### config.mk
export PLATFORM = sky130hd
export DESIGN_NAME = mpc_pin_ctrl
export DESIGN_NICKNAME = d
export VERILOG_FILES = /design/src/hdl/mpc_pkg.sv /design/src/hdl/mpc_pulse_timer.sv /design/src/hdl/mpc_pin_ctrl.sv
export SDC_FILE = /design/constraint.sdc
export NUM_CORES = 1
export LEC_CHECK = 0
export ABC_AREA = 1
export BUFFER_PORTS_ARGS = -buffer_cell sky130_fd_sc_hd__buf_2
export CAP_MARGIN = 10
export CORE_MARGIN = 2
export CORE_UTILIZATION = 50
export CTS_CLUSTER_DIAMETER = 200
export DETAILED_ROUTE_END_ITERATION = 10
export PLACE_DENSITY = 0.74
export SLEW_MARGIN = 20
export SYNTH_ARGS = -nofsm -noshare
export SYNTH_HDL_FRONTEND = slang
export SYNTH_SLANG_ARGS = --single-unit
### constraint.sdc
create_clock -name clk_i -period 2.5 [get_ports clk_i]
set_input_delay 0.25 -clock clk_i [delete_from_list [all_inputs] [get_ports clk_i]]
set_output_delay 0.25 -clock clk_i [all_outputs]
set_load 0.02 [all_outputs]
### src/hdl/mpc_pkg.sv
// Package for the monitor pin control block: pulse timing, pin indices,
// reset values and the control and status carriers.
// Assumes a single 100 MHz system clock.
package mpc_pkg;

   localparam int CLK_FREQ_KHZ = 100_000;
   // Least low time of the intrusion-clear and master-reset pulses
   localparam int PULSE_MIN_MS = 10;
   localparam int PULSE_CYCLES = PULSE_MIN_MS * CLK_FREQ_KHZ;

   // Synchronised pin vector layout
   localparam int PIN_INT_N  = 0;
   localparam int PIN_SCL    = 1;
   localparam int PIN_BTI_N  = 2;
   localparam int PIN_CI     = 3;
   localparam int PIN_TTR_N  = 4;
   localparam int PIN_A0     = 5;
   localparam int PIN_A1     = 6;
   localparam int PIN_COUNT  = 8;
   // Idle levels: active-low pins high, intrusion low
   localparam logic [PIN_COUNT-1:0] PIN_RST = 8'h17;

   // Straps are captured this many cycles plus one after reset or test mode ends
   localparam logic [1:0] STRAP_SETTLE = 2'h3;

   // Voltage coding: 8-bit code, 10 mV per step, 2.56 V full scale
   localparam int VOLT_BITS    = 8;
   localparam int VOLT_LSB_MV  = 10;
   localparam int VOLT_FULL_MV = 2560;
   localparam logic [11:0] VOLT_SAT_MV = 12'(VOLT_FULL_MV - VOLT_LSB_MV);

   typedef struct packed {
      logic int_enable;        // Interrupt output enable
      logic int_mode_nmi;      // 1: open-source NMI, 0: open-drain IRQ
      logic intrusion_clear;   // Rising edge starts intrusion line clear
      logic reset_out_enable;  // Master reset enable, configuration side
      logic reset_func_enable; // Master reset enable, divisor side
      logic overtemp_mode;     // Shared output acts as overtemp shutdown
      logic ext_int_mask;      // 1 masks the external interrupt input
      logic bti_int_mask;      // 1 masks the board temperature interrupt
      logic power_switch_on;   // Pull the power switch output low
      logic reset_pulse_req;   // One-cycle request for a master reset
      logic overtemp_event;    // Overtemperature condition from monitor
      logic intrusion_ack;     // Clears the latched intrusion event
      logic temp_status_ack;   // Clears the board temperature status
      logic sda_pull_low;      // Serial engine wants data line low
   } mpc_ctrl_t;

   typedef struct packed {
      logic intrusion;
      logic board_temp;
      logic ext_int;
      logic reset_busy;
   } mpc_status_t;

   localparam mpc_status_t STATUS_RST = '0;

endpackage

### src/hdl/mpc_pulse_timer.sv
// Fixed-length pulse generator: busy for exactly CYCLES clocks after start.
// Assumes start and clear come from logic on the same clock.
`timescale 1ns/1ps
module mpc_pulse_timer #(
   parameter int CYCLES = 10
) (
   input  wire logic clk_i,
   input  wire logic rstn_i,
   input  wire logic clear_i,
   input  wire logic start_i,
   output logic      busy_o
);
   localparam int W = $clog2(CYCLES + 1);

   logic [W-1:0] cnt_r;
   logic [W-1:0] cnt_nxt;
   logic         busy_r;
   logic         busy_nxt;

   always_comb begin
      cnt_nxt  = cnt_r;
      busy_nxt = busy_r;
      if (clear_i) begin
         cnt_nxt  = '0;
         busy_nxt = 1'b0;
      end else if (busy_r) begin
         if (cnt_r == W'(CYCLES - 1)) begin
            cnt_nxt  = '0;
            busy_nxt = 1'b0;
         end else begin
            cnt_nxt = cnt_r + W'(1);
         end
      end else if (start_i) begin
         cnt_nxt  = '0;
         busy_nxt = 1'b1;
      end
   end

   always_ff @(posedge clk_i or negedge rstn_i) begin
      if (!rstn_i) begin
         cnt_r  <= '0;
         busy_r <= 1'b0;
      end else begin
         cnt_r  <= cnt_nxt;
         busy_r <= busy_nxt;
      end
   end

   assign busy_o = busy_r;

endmodule

### src/hdl/mpc_pin_ctrl.sv
// Pin-level control of a serial-bus hardware monitor: interrupt routing,
// intrusion latch and clear, power switch, reset/overtemp output, straps.
// Assumes ctrl_i and volt_mv_i come from logic on clk_i; pins are async.
// Functional notes
// - External interrupt reaches the output only if unmasked and enabled.
// - Serial data is only pulled low or released; serial clock is input.
// - High intrusion input latches an event that stays until cleared.
// - Clear request pulls intrusion line low for at least 10 ms.
// - Mode bit picks open-source NMI or open-drain IRQ output.
// - Interrupt output is off after reset until enable is set.
// - Active-low open-drain power switch output under software control.
// - Test input low enters tree test and returns state to power-on.
// - Master reset drives shared output low at least 10 ms.
// - Master reset works only when both enable bits are set.
// - Overtemp mode makes shared output an active-low shutdown flag.
// - Strap zero gives address bit zero, becomes tree result in test.
// - Two upper straps give the upper strap bits of the address.
// - Board temperature input shows as a status bit.
// - Voltages coded in 8 bits, 10 mV per step, 2.56 V full scale.
`timescale 1ns/1ps
module mpc_pin_ctrl #(
   parameter int         CI_CLR_CYCLES  = mpc_pkg::PULSE_CYCLES,
   parameter int         RST_OUT_CYCLES = mpc_pkg::PULSE_CYCLES,
   parameter logic [3:0] ADDR_BASE      = 4'h4  // Arbitrary fixed upper bits
) (
   input  wire logic                 clk_i,
   input  wire logic                 rstn_i,
   input  wire mpc_pkg::mpc_ctrl_t   ctrl_i,
   input  wire logic [11:0]          volt_mv_i,
   input  wire logic                 int_in_n_i,
   input  wire logic                 scl_i,
   input  wire logic                 board_temp_alert_input_n_i,
   input  wire logic                 chassis_intrusion_line_i,
   input  wire logic                 tree_test_reset_input_n_i,
   input  wire logic                 address_bit0_tree_result_i,
   input  wire logic [1:0]           upper_address_straps_i,
   output logic                      int_o,
   output logic                      int_oe_o,
   output logic                      sda_o,
   output logic                      sda_oe_o,
   output logic                      scl_level_o,
   output logic                      scl_rise_o,
   output logic                      scl_fall_o,
   output logic                      chassis_intrusion_line_o,
   output logic                      chassis_intrusion_line_oe_o,
   output logic                      power_switch_output_n_o,
   output logic                      power_switch_output_oe_o,
   output logic                      reset_or_overtemp_output_n_o,
   output logic                      reset_or_overtemp_output_oe_o,
   output logic                      address_bit0_tree_result_o,
   output logic                      address_bit0_tree_result_oe_o,
   output logic [6:0]                bus_address_o,
   output mpc_pkg::mpc_status_t      status_o,
   output logic [7:0]                volt_code_o,
   output logic                      test_mode_o
);
   localparam int PC = mpc_pkg::PIN_COUNT;

   logic [PC-1:0]        sync1_r;
   logic [PC-1:0]        sync2_r;
   logic [PC-1:0]        pins;
   logic                 test_now;
   logic                 ci_busy;
   logic                 rst_busy;
   logic                 ci_start;
   logic                 rst_start;
   logic                 rst_allowed;
   logic                 pending;
   logic [11:0]          volt_q;

   mpc_pkg::mpc_status_t st_r,      st_nxt;
   logic                 scl_r,     scl_nxt;
   logic                 scl_rise_r, scl_rise_nxt;
   logic                 scl_fall_r, scl_fall_nxt;
   logic                 clr_prev_r, clr_prev_nxt;
   logic                 int_r,     int_nxt;
   logic                 int_oe_r,  int_oe_nxt;
   logic                 sda_oe_r,  sda_oe_nxt;
   logic                 ci_oe_r,   ci_oe_nxt;
   logic                 psw_oe_r,  psw_oe_nxt;
   logic                 ro_oe_r,   ro_oe_nxt;
   logic                 tree_r,    tree_nxt;
   logic                 tree_oe_r, tree_oe_nxt;
   logic [1:0]           strap_cnt_r, strap_cnt_nxt;
   logic                 strap_done_r, strap_done_nxt;
   logic [6:0]           addr_r,    addr_nxt;
   logic [7:0]           volt_r,    volt_nxt;
   logic                 test_r,    test_nxt;

   assign pins = {upper_address_straps_i, address_bit0_tree_result_i,
                  tree_test_reset_input_n_i, chassis_intrusion_line_i,
                  board_temp_alert_input_n_i, scl_i, int_in_n_i};

   // Two-stage synchroniser for every pin
   always_ff @(posedge clk_i or negedge rstn_i) begin
      if (!rstn_i) begin
         sync1_r <= mpc_pkg::PIN_RST;
         sync2_r <= mpc_pkg::PIN_RST;
      end else begin
         sync1_r <= pins;
         sync2_r <= sync1_r;
      end
   end

   assign test_now    = !sync2_r[mpc_pkg::PIN_TTR_N];
   assign rst_allowed = ctrl_i.reset_out_enable && ctrl_i.reset_func_enable;
   assign ci_start    = ctrl_i.intrusion_clear && !clr_prev_r && !test_now;
   assign rst_start   = rst_allowed && ctrl_i.reset_pulse_req && !test_now;
   assign volt_q      = volt_mv_i / 12'(mpc_pkg::VOLT_LSB_MV);

   mpc_pulse_timer #(.CYCLES(CI_CLR_CYCLES)) u_ci_timer (
      .clk_i   (clk_i),
      .rstn_i  (rstn_i),
      .clear_i (test_now),
      .start_i (ci_start),
      .busy_o  (ci_busy)
   );

   mpc_pulse_timer #(.CYCLES(RST_OUT_CYCLES)) u_rst_timer (
      .clk_i   (clk_i),
      .rstn_i  (rstn_i),
      .clear_i (test_now),
      .start_i (rst_start),
      .busy_o  (rst_busy)
   );

   always_comb begin
      pending = (!sync2_r[mpc_pkg::PIN_INT_N] && !ctrl_i.ext_int_mask)
              || (st_r.board_temp && !ctrl_i.bti_int_mask);
      st_nxt.intrusion  = sync2_r[mpc_pkg::PIN_CI]
                        || (st_r.intrusion && !ctrl_i.intrusion_ack);
      st_nxt.board_temp = !sync2_r[mpc_pkg::PIN_BTI_N]
                        || (st_r.board_temp && !ctrl_i.temp_status_ack);
      st_nxt.ext_int    = !sync2_r[mpc_pkg::PIN_INT_N];
      st_nxt.reset_busy = rst_busy;
      scl_nxt       = sync2_r[mpc_pkg::PIN_SCL];
      scl_rise_nxt  = sync2_r[mpc_pkg::PIN_SCL] && !scl_r;
      scl_fall_nxt  = !sync2_r[mpc_pkg::PIN_SCL] && scl_r;
      clr_prev_nxt  = ctrl_i.intrusion_clear;
      int_oe_nxt    = ctrl_i.int_enable && pending;
      int_nxt       = ctrl_i.int_mode_nmi;
      sda_oe_nxt    = ctrl_i.sda_pull_low;
      ci_oe_nxt     = ci_busy;
      psw_oe_nxt    = ctrl_i.power_switch_on;
      ro_oe_nxt     = rst_busy
                    || (ctrl_i.overtemp_mode && ctrl_i.overtemp_event);
      tree_nxt      = ~&{sync2_r[PC-1:mpc_pkg::PIN_A1], sync2_r[mpc_pkg::PIN_CI:0]};
      tree_oe_nxt   = 1'b0;
      strap_cnt_nxt = strap_cnt_r;
      strap_done_nxt = strap_done_r;
      addr_nxt      = addr_r;
      if (!strap_done_r) begin
         if (strap_cnt_r == mpc_pkg::STRAP_SETTLE) begin
            strap_done_nxt = 1'b1;
            addr_nxt = {ADDR_BASE, sync2_r[PC-1:mpc_pkg::PIN_A1],
                        sync2_r[mpc_pkg::PIN_A0]};
         end else begin
            strap_cnt_nxt = strap_cnt_r + 2'h1;
         end
      end
      if (volt_q > 12'(2 ** mpc_pkg::VOLT_BITS - 1)) begin
         volt_nxt = 8'hff;
      end else begin
         volt_nxt = volt_q[7:0];
      end
      test_nxt = test_now;
      // Test mode returns the state to power-on, with the tree result output enabled
      if (test_now) begin
         st_nxt         = mpc_pkg::STATUS_RST;
         clr_prev_nxt   = 1'b0;
         int_oe_nxt     = 1'b0;
         int_nxt        = 1'b0;
         sda_oe_nxt     = 1'b0;
         ci_oe_nxt      = 1'b0;
         psw_oe_nxt     = 1'b0;
         ro_oe_nxt      = 1'b0;
         volt_nxt       = 8'h00;
         strap_cnt_nxt  = 2'h0;
         strap_done_nxt = 1'b0;
         addr_nxt       = 7'h00;
         tree_oe_nxt    = 1'b1;
      end
   end

   always_ff @(posedge clk_i or negedge rstn_i) begin
      if (!rstn_i) begin
         st_r         <= mpc_pkg::STATUS_RST;
         scl_r        <= 1'b1;
         scl_rise_r   <= 1'b0;
         scl_fall_r   <= 1'b0;
         clr_prev_r   <= 1'b0;
         int_r        <= 1'b0;
         int_oe_r     <= 1'b0;
         sda_oe_r     <= 1'b0;
         ci_oe_r      <= 1'b0;
         psw_oe_r     <= 1'b0;
         ro_oe_r      <= 1'b0;
         tree_r       <= 1'b0;
         tree_oe_r    <= 1'b0;
         strap_cnt_r  <= 2'h0;
         strap_done_r <= 1'b0;
         addr_r       <= 7'h00;
         volt_r       <= 8'h00;
         test_r       <= 1'b0;
      end else begin
         st_r         <= st_nxt;
         scl_r        <= scl_nxt;
         scl_rise_r   <= scl_rise_nxt;
         scl_fall_r   <= scl_fall_nxt;
         clr_prev_r   <= clr_prev_nxt;
         int_r        <= int_nxt;
         int_oe_r     <= int_oe_nxt;
         sda_oe_r     <= sda_oe_nxt;
         ci_oe_r      <= ci_oe_nxt;
         psw_oe_r     <= psw_oe_nxt;
         ro_oe_r      <= ro_oe_nxt;
         tree_r       <= tree_nxt;
         tree_oe_r    <= tree_oe_nxt;
         strap_cnt_r  <= strap_cnt_nxt;
         strap_done_r <= strap_done_nxt;
         addr_r       <= addr_nxt;
         volt_r       <= volt_nxt;
         test_r       <= test_nxt;
      end
   end

   // Open-drain pins drive a constant low; only the enables move
   assign int_o                         = int_r;
   assign int_oe_o                      = int_oe_r;
   assign sda_o                         = 1'b0;
   assign sda_oe_o                      = sda_oe_r;
   assign scl_level_o                   = scl_r;
   assign scl_rise_o                    = scl_rise_r;
   assign scl_fall_o                    = scl_fall_r;
   assign chassis_intrusion_line_o      = 1'b0;
   assign chassis_intrusion_line_oe_o   = ci_oe_r;
   assign power_switch_output_n_o       = 1'b0;
   assign power_switch_output_oe_o      = psw_oe_r;
   assign reset_or_overtemp_output_n_o  = 1'b0;
   assign reset_or_overtemp_output_oe_o = ro_oe_r;
   assign address_bit0_tree_result_o    = tree_r;
   assign address_bit0_tree_result_oe_o = tree_oe_r;
   assign bus_address_o                 = addr_r;
   assign status_o                      = st_r;
   assign volt_code_o                   = volt_r;
   assign test_mode_o                   = test_r;

   // Helper counters of low-pulse length
   int ci_len_r;
   int ro_len_r;
   always_ff @(posedge clk_i or negedge rstn_i) begin
      if (!rstn_i) begin
         ci_len_r <= 0;
         ro_len_r <= 0;
      end else begin
         ci_len_r <= ci_oe_r ? ci_len_r + 1 : 0;
         ro_len_r <= (ro_oe_r && st_r.reset_busy) ? ro_len_r + 1 : 0;
      end
   end
endmodule

==> impl_metrics.tcl <==
set metrics [dict create \
    grt_usage_pct 19.9 \
    vdd_drop_max_uv 438 \
    clockBufferDepth 2 \
    drt_pass1_iterations 6 \
    synth-adder-area-share_pct 0.840 \
    fin_cells 744 \
    wl_met1_um 4200 \
    combinationalPowerShare_pct 28.6 \
    syn_avg_cell_area_um2 8.43 \
    ys.warnings.count 0 \
    hold_depth 3 \
    ctsHtreeMaxLevel 3 \
    wl_met2_um 4850 \
    seq_power_share_pct 43.8 \
    cts.sinks 89 \
    min_path_type "in2reg" \
    regToRegStartpoint "u_ci_timer.cnt_r[0]" \
    fmax_ghz 0.360 \
    rsz0062_at_grt "true" \
    vias 3809 \
    synth_cells 530 \
    dieArea_mm2 0.00971 \
    cpPeakStageDelay_ns 0.18 \
    io_buffer_count 62 \
    end_kind "flip-flop" \
    status "complete, but fails checks" \
    cts_buffers 9 \
    core_area_mm2 0.00868 \
    critPathLaunchType "input pin" \
    hpwl_um 6890 \
    async_reset_ff_share_pct 100 \
    crit_required_ns 2.76 \
    finalCriticalPeriod_ns 2.77 \
    die_w_um 98.5 \
    ys_seq_area_share_pct 50.1 \
    r2r_slack_ns 0.25 \
    n_antenna_cell 0 \
    slew_viol_final 0 \
    swShare_pct 35.1 \
    ctsRootBufferMaster "clkbuf_8" \
    route.met3.wl_um 347 \
    ys_seq_elements 89 \
    p_leak_uw 0.00280 \
    synth_compound_area_share_pct 7.20 \
    start_util_pct 51.5 \
    switchingPower_uw 1250 \
    whs_ns 0.0721 \
    gp_congestion 0.863 \
    worstReg2RegEnd "u_ci_timer.cnt_r[19]" \
    ant_nets 0 \
    antenna_found_initial 0 \
    synth-edff-count 0 \
    pwr-share-clk_pct 27.6 \
    ys_types 41 \
    clock_latency_ns 0.36 \
    r2r_cells 15 \
    drtIter0Drc 145 \
    cp_common_cell "nand2_2" \
    grt_pass1_vias 3674 \
    row_count 34 \
    place_worst_setup_slack_ns -0.644 \
    crit_path_top_delay_cell "a21oi_4" \
    post_drt_via_cell_ratio 5.12 \
    synth_xor_xnor_area_share_pct 2.55 \
    fill_cells 724 \
    slew_headroom_pct 63.3 \
    topRoutingLayerUsed "met4" \
    drc 0 \
    crit_buf_inv 7 \
    tightest_slew_ns 0.551 \
    holdPathEnd "sda_oe_o" \
    hold_start "ctrl_i[0]" \
    area_growth_pct 25.2 \
    setup_ws_ns -0.275 \
    fp.dieH_um 98.5 \
    period_share_pct 111 \
    maxCapViolCount 0 \
    failed_checks "setup timing" \
    drive_gt1_share_pct 30.0 \
    final_util_pct 64.4 \
    clk_pin_slew_ns 0.10 \
    worst-path-max-fanout 5 \
    overflow 0 \
    timing.setup.tns_ns -0.422 \
    cts_tree "yes" \
    finalHoldViolations 0 \
    nets 670 \
    synth.area.mux_share_pct 0.476 \
    netlist_area_mm2 0.00447 \
    cp.arrival_ns 3.04 \
    synth-simple-area-share_pct 29.3 \
    p_int_uw 2310 \
    path_class "in2reg" \
    ios 71 \
    crit_family "simple AND/OR/NAND/NOR gates" \
    grt_start_max_net_pins 44 \
    wl_per_cell_um 12.9 \
    power_density_mw_per_mm2 638 \
    ys.flop_type "dfrtp_1" \
    setup_viol 3 \
    skew_ns 0.0122 \
    wirelength_um 9580 \
    grt_pass1_wl_um 16000 \
    synth_top_family_by_area "simple AND/OR/NAND/NOR gates" \
    place_inst 713 \
]
kinds of logic after synthesis:
kind of cell               count (synthesis)
AOI/OAI and AO/OA                         57
xor gates and xnor gates                  13
adders and majority gates                  3
buffers and inverters                    100
DFF                                       89
muxes                                      2
other                                      1
and+or+nand+nor                          265
state kept, by name, indices dropped and copies added (netlist names), 2 cells and up:
name,cells
sync2_r,8
volt_code_o,8
bus_address_o,4
status_o,4
u_ci_timer.cnt_r,20
sync1_r,8
u_rst_timer.cnt_r,20
strap_cnt_r,2
layout make-up:
cell class	count	area, um^2	area share [%]
Multi-Input combinational cell	347	2040	36.5
Tap cell	108	135	2.42
Inverter	87	342	6.11
Clock buffer	9	124	2.21
Timing Repair Buffer	97	637	11.4
Clock inverter	7	73.8	1.32
Sequential cell	89	2240	40.0
metrics by stage:
step / instance area (um^2) / total power, uW
finish: 5590 / 3570
detailed placement: 5060 / 2480
CTS: 5370 / 3470
floorplan: 4540 / 2220
global placement: 5060 / 2440
global route: 5590 / 3760
timing repair:
action,4_1_cts,5_1_grt
buffers inserted,2,4
resized for setup,5,43
hold buffers,8,1
endpoints found under the setup margin,3,5
pin swaps,3,10
hold endpoints to repair,41,1
synth_stat cells (all sizes together), types with 2 or more instances:
master  number  share of area, %
xor2         8               1.6
or2          2              0.28
clkinv       2              0.17
xnor2        5              0.98
nand4       10               1.4
a21oi       24               2.7
o21ai       20               2.2
o32ai        2              0.39
nor3        28               3.1
clkbuf       4              0.34
buf          9               1.5
dfrtp       80                45
nand3       52               7.2
nor4         7              0.98
ha           3              0.84
a31oi        3              0.42
dfstp        9               5.3
nor2        47               3.9
inv         84               7.1
nand2      116                12
worst max-delay path by stage:
stage,from,cells past startpoint,slack [ns],endpoint
floorplan,volt_mv_i[10],34,-0.15,volt_code_o[0]
global placement,volt_mv_i[10],33,-0.46,volt_code_o[0]
detailed placement,volt_mv_i[9],34,-0.64,volt_code_o[0]
CTS,volt_mv_i[9],35,-0.23,volt_code_o[0]
global route,volt_mv_i[10],37,-0.51,volt_code_o[0]
finish,volt_mv_i[10],34,-0.27,volt_code_o[0]
layer usage:
metal | vias to the layer above | GRT usage (%)
met5 | - | 0
met4 | 0 | 8.43
met3 | 17 | 2.62
met2 | 90 | 33.6
met1 | 1797 | 26.0
li1 | 1905 | -
worst register-to-register path, cell delays in order, from the launching register on:
cell and delay [ns]:
dfrtp_1 0.39, nand2_1 0.07, nor2_1 0.14, nand3_1 0.12, nor2_1 0.16, nand3_1 0.12
nor2_1 0.14, inv_1 0.10, nor3_2 0.15, inv_1 0.11, nor3_4 0.17, nand2_1 0.09
nor2_2 0.13, a31oi_1 0.09, a21oi_1 0.12, nor2_1 0.05
cell usage in the layout (no fill, tap or decap), types with 9 or more instances in the layout:
cell type      count
a21oi_1           22
buf_2             58
buf_4             25
clkbuf_8           9
dfrtp_1           80
dfstp_2            9
dlygate4sd3_1      9
inv_1             77
nand2_1           74
nand2_2           27
nand2_4           15
nand3_1           38
nand4_1           10
nor2_1            45
nor3_1            26
o21ai_0           17
power by group through the flow:
stage | logic [uW] | registers, uW | clock network [uW]
after detailed placement | 886 | 1590 | 0
after CTS | 907 | 1570 | 999
after floorplan | 576 | 1650 | 0
final | 1020 | 1560 | 983
after global placement | 854 | 1590 | 0
after global routing | 1130 | 1570 | 1060
Power figures use the tool's default switching activity.
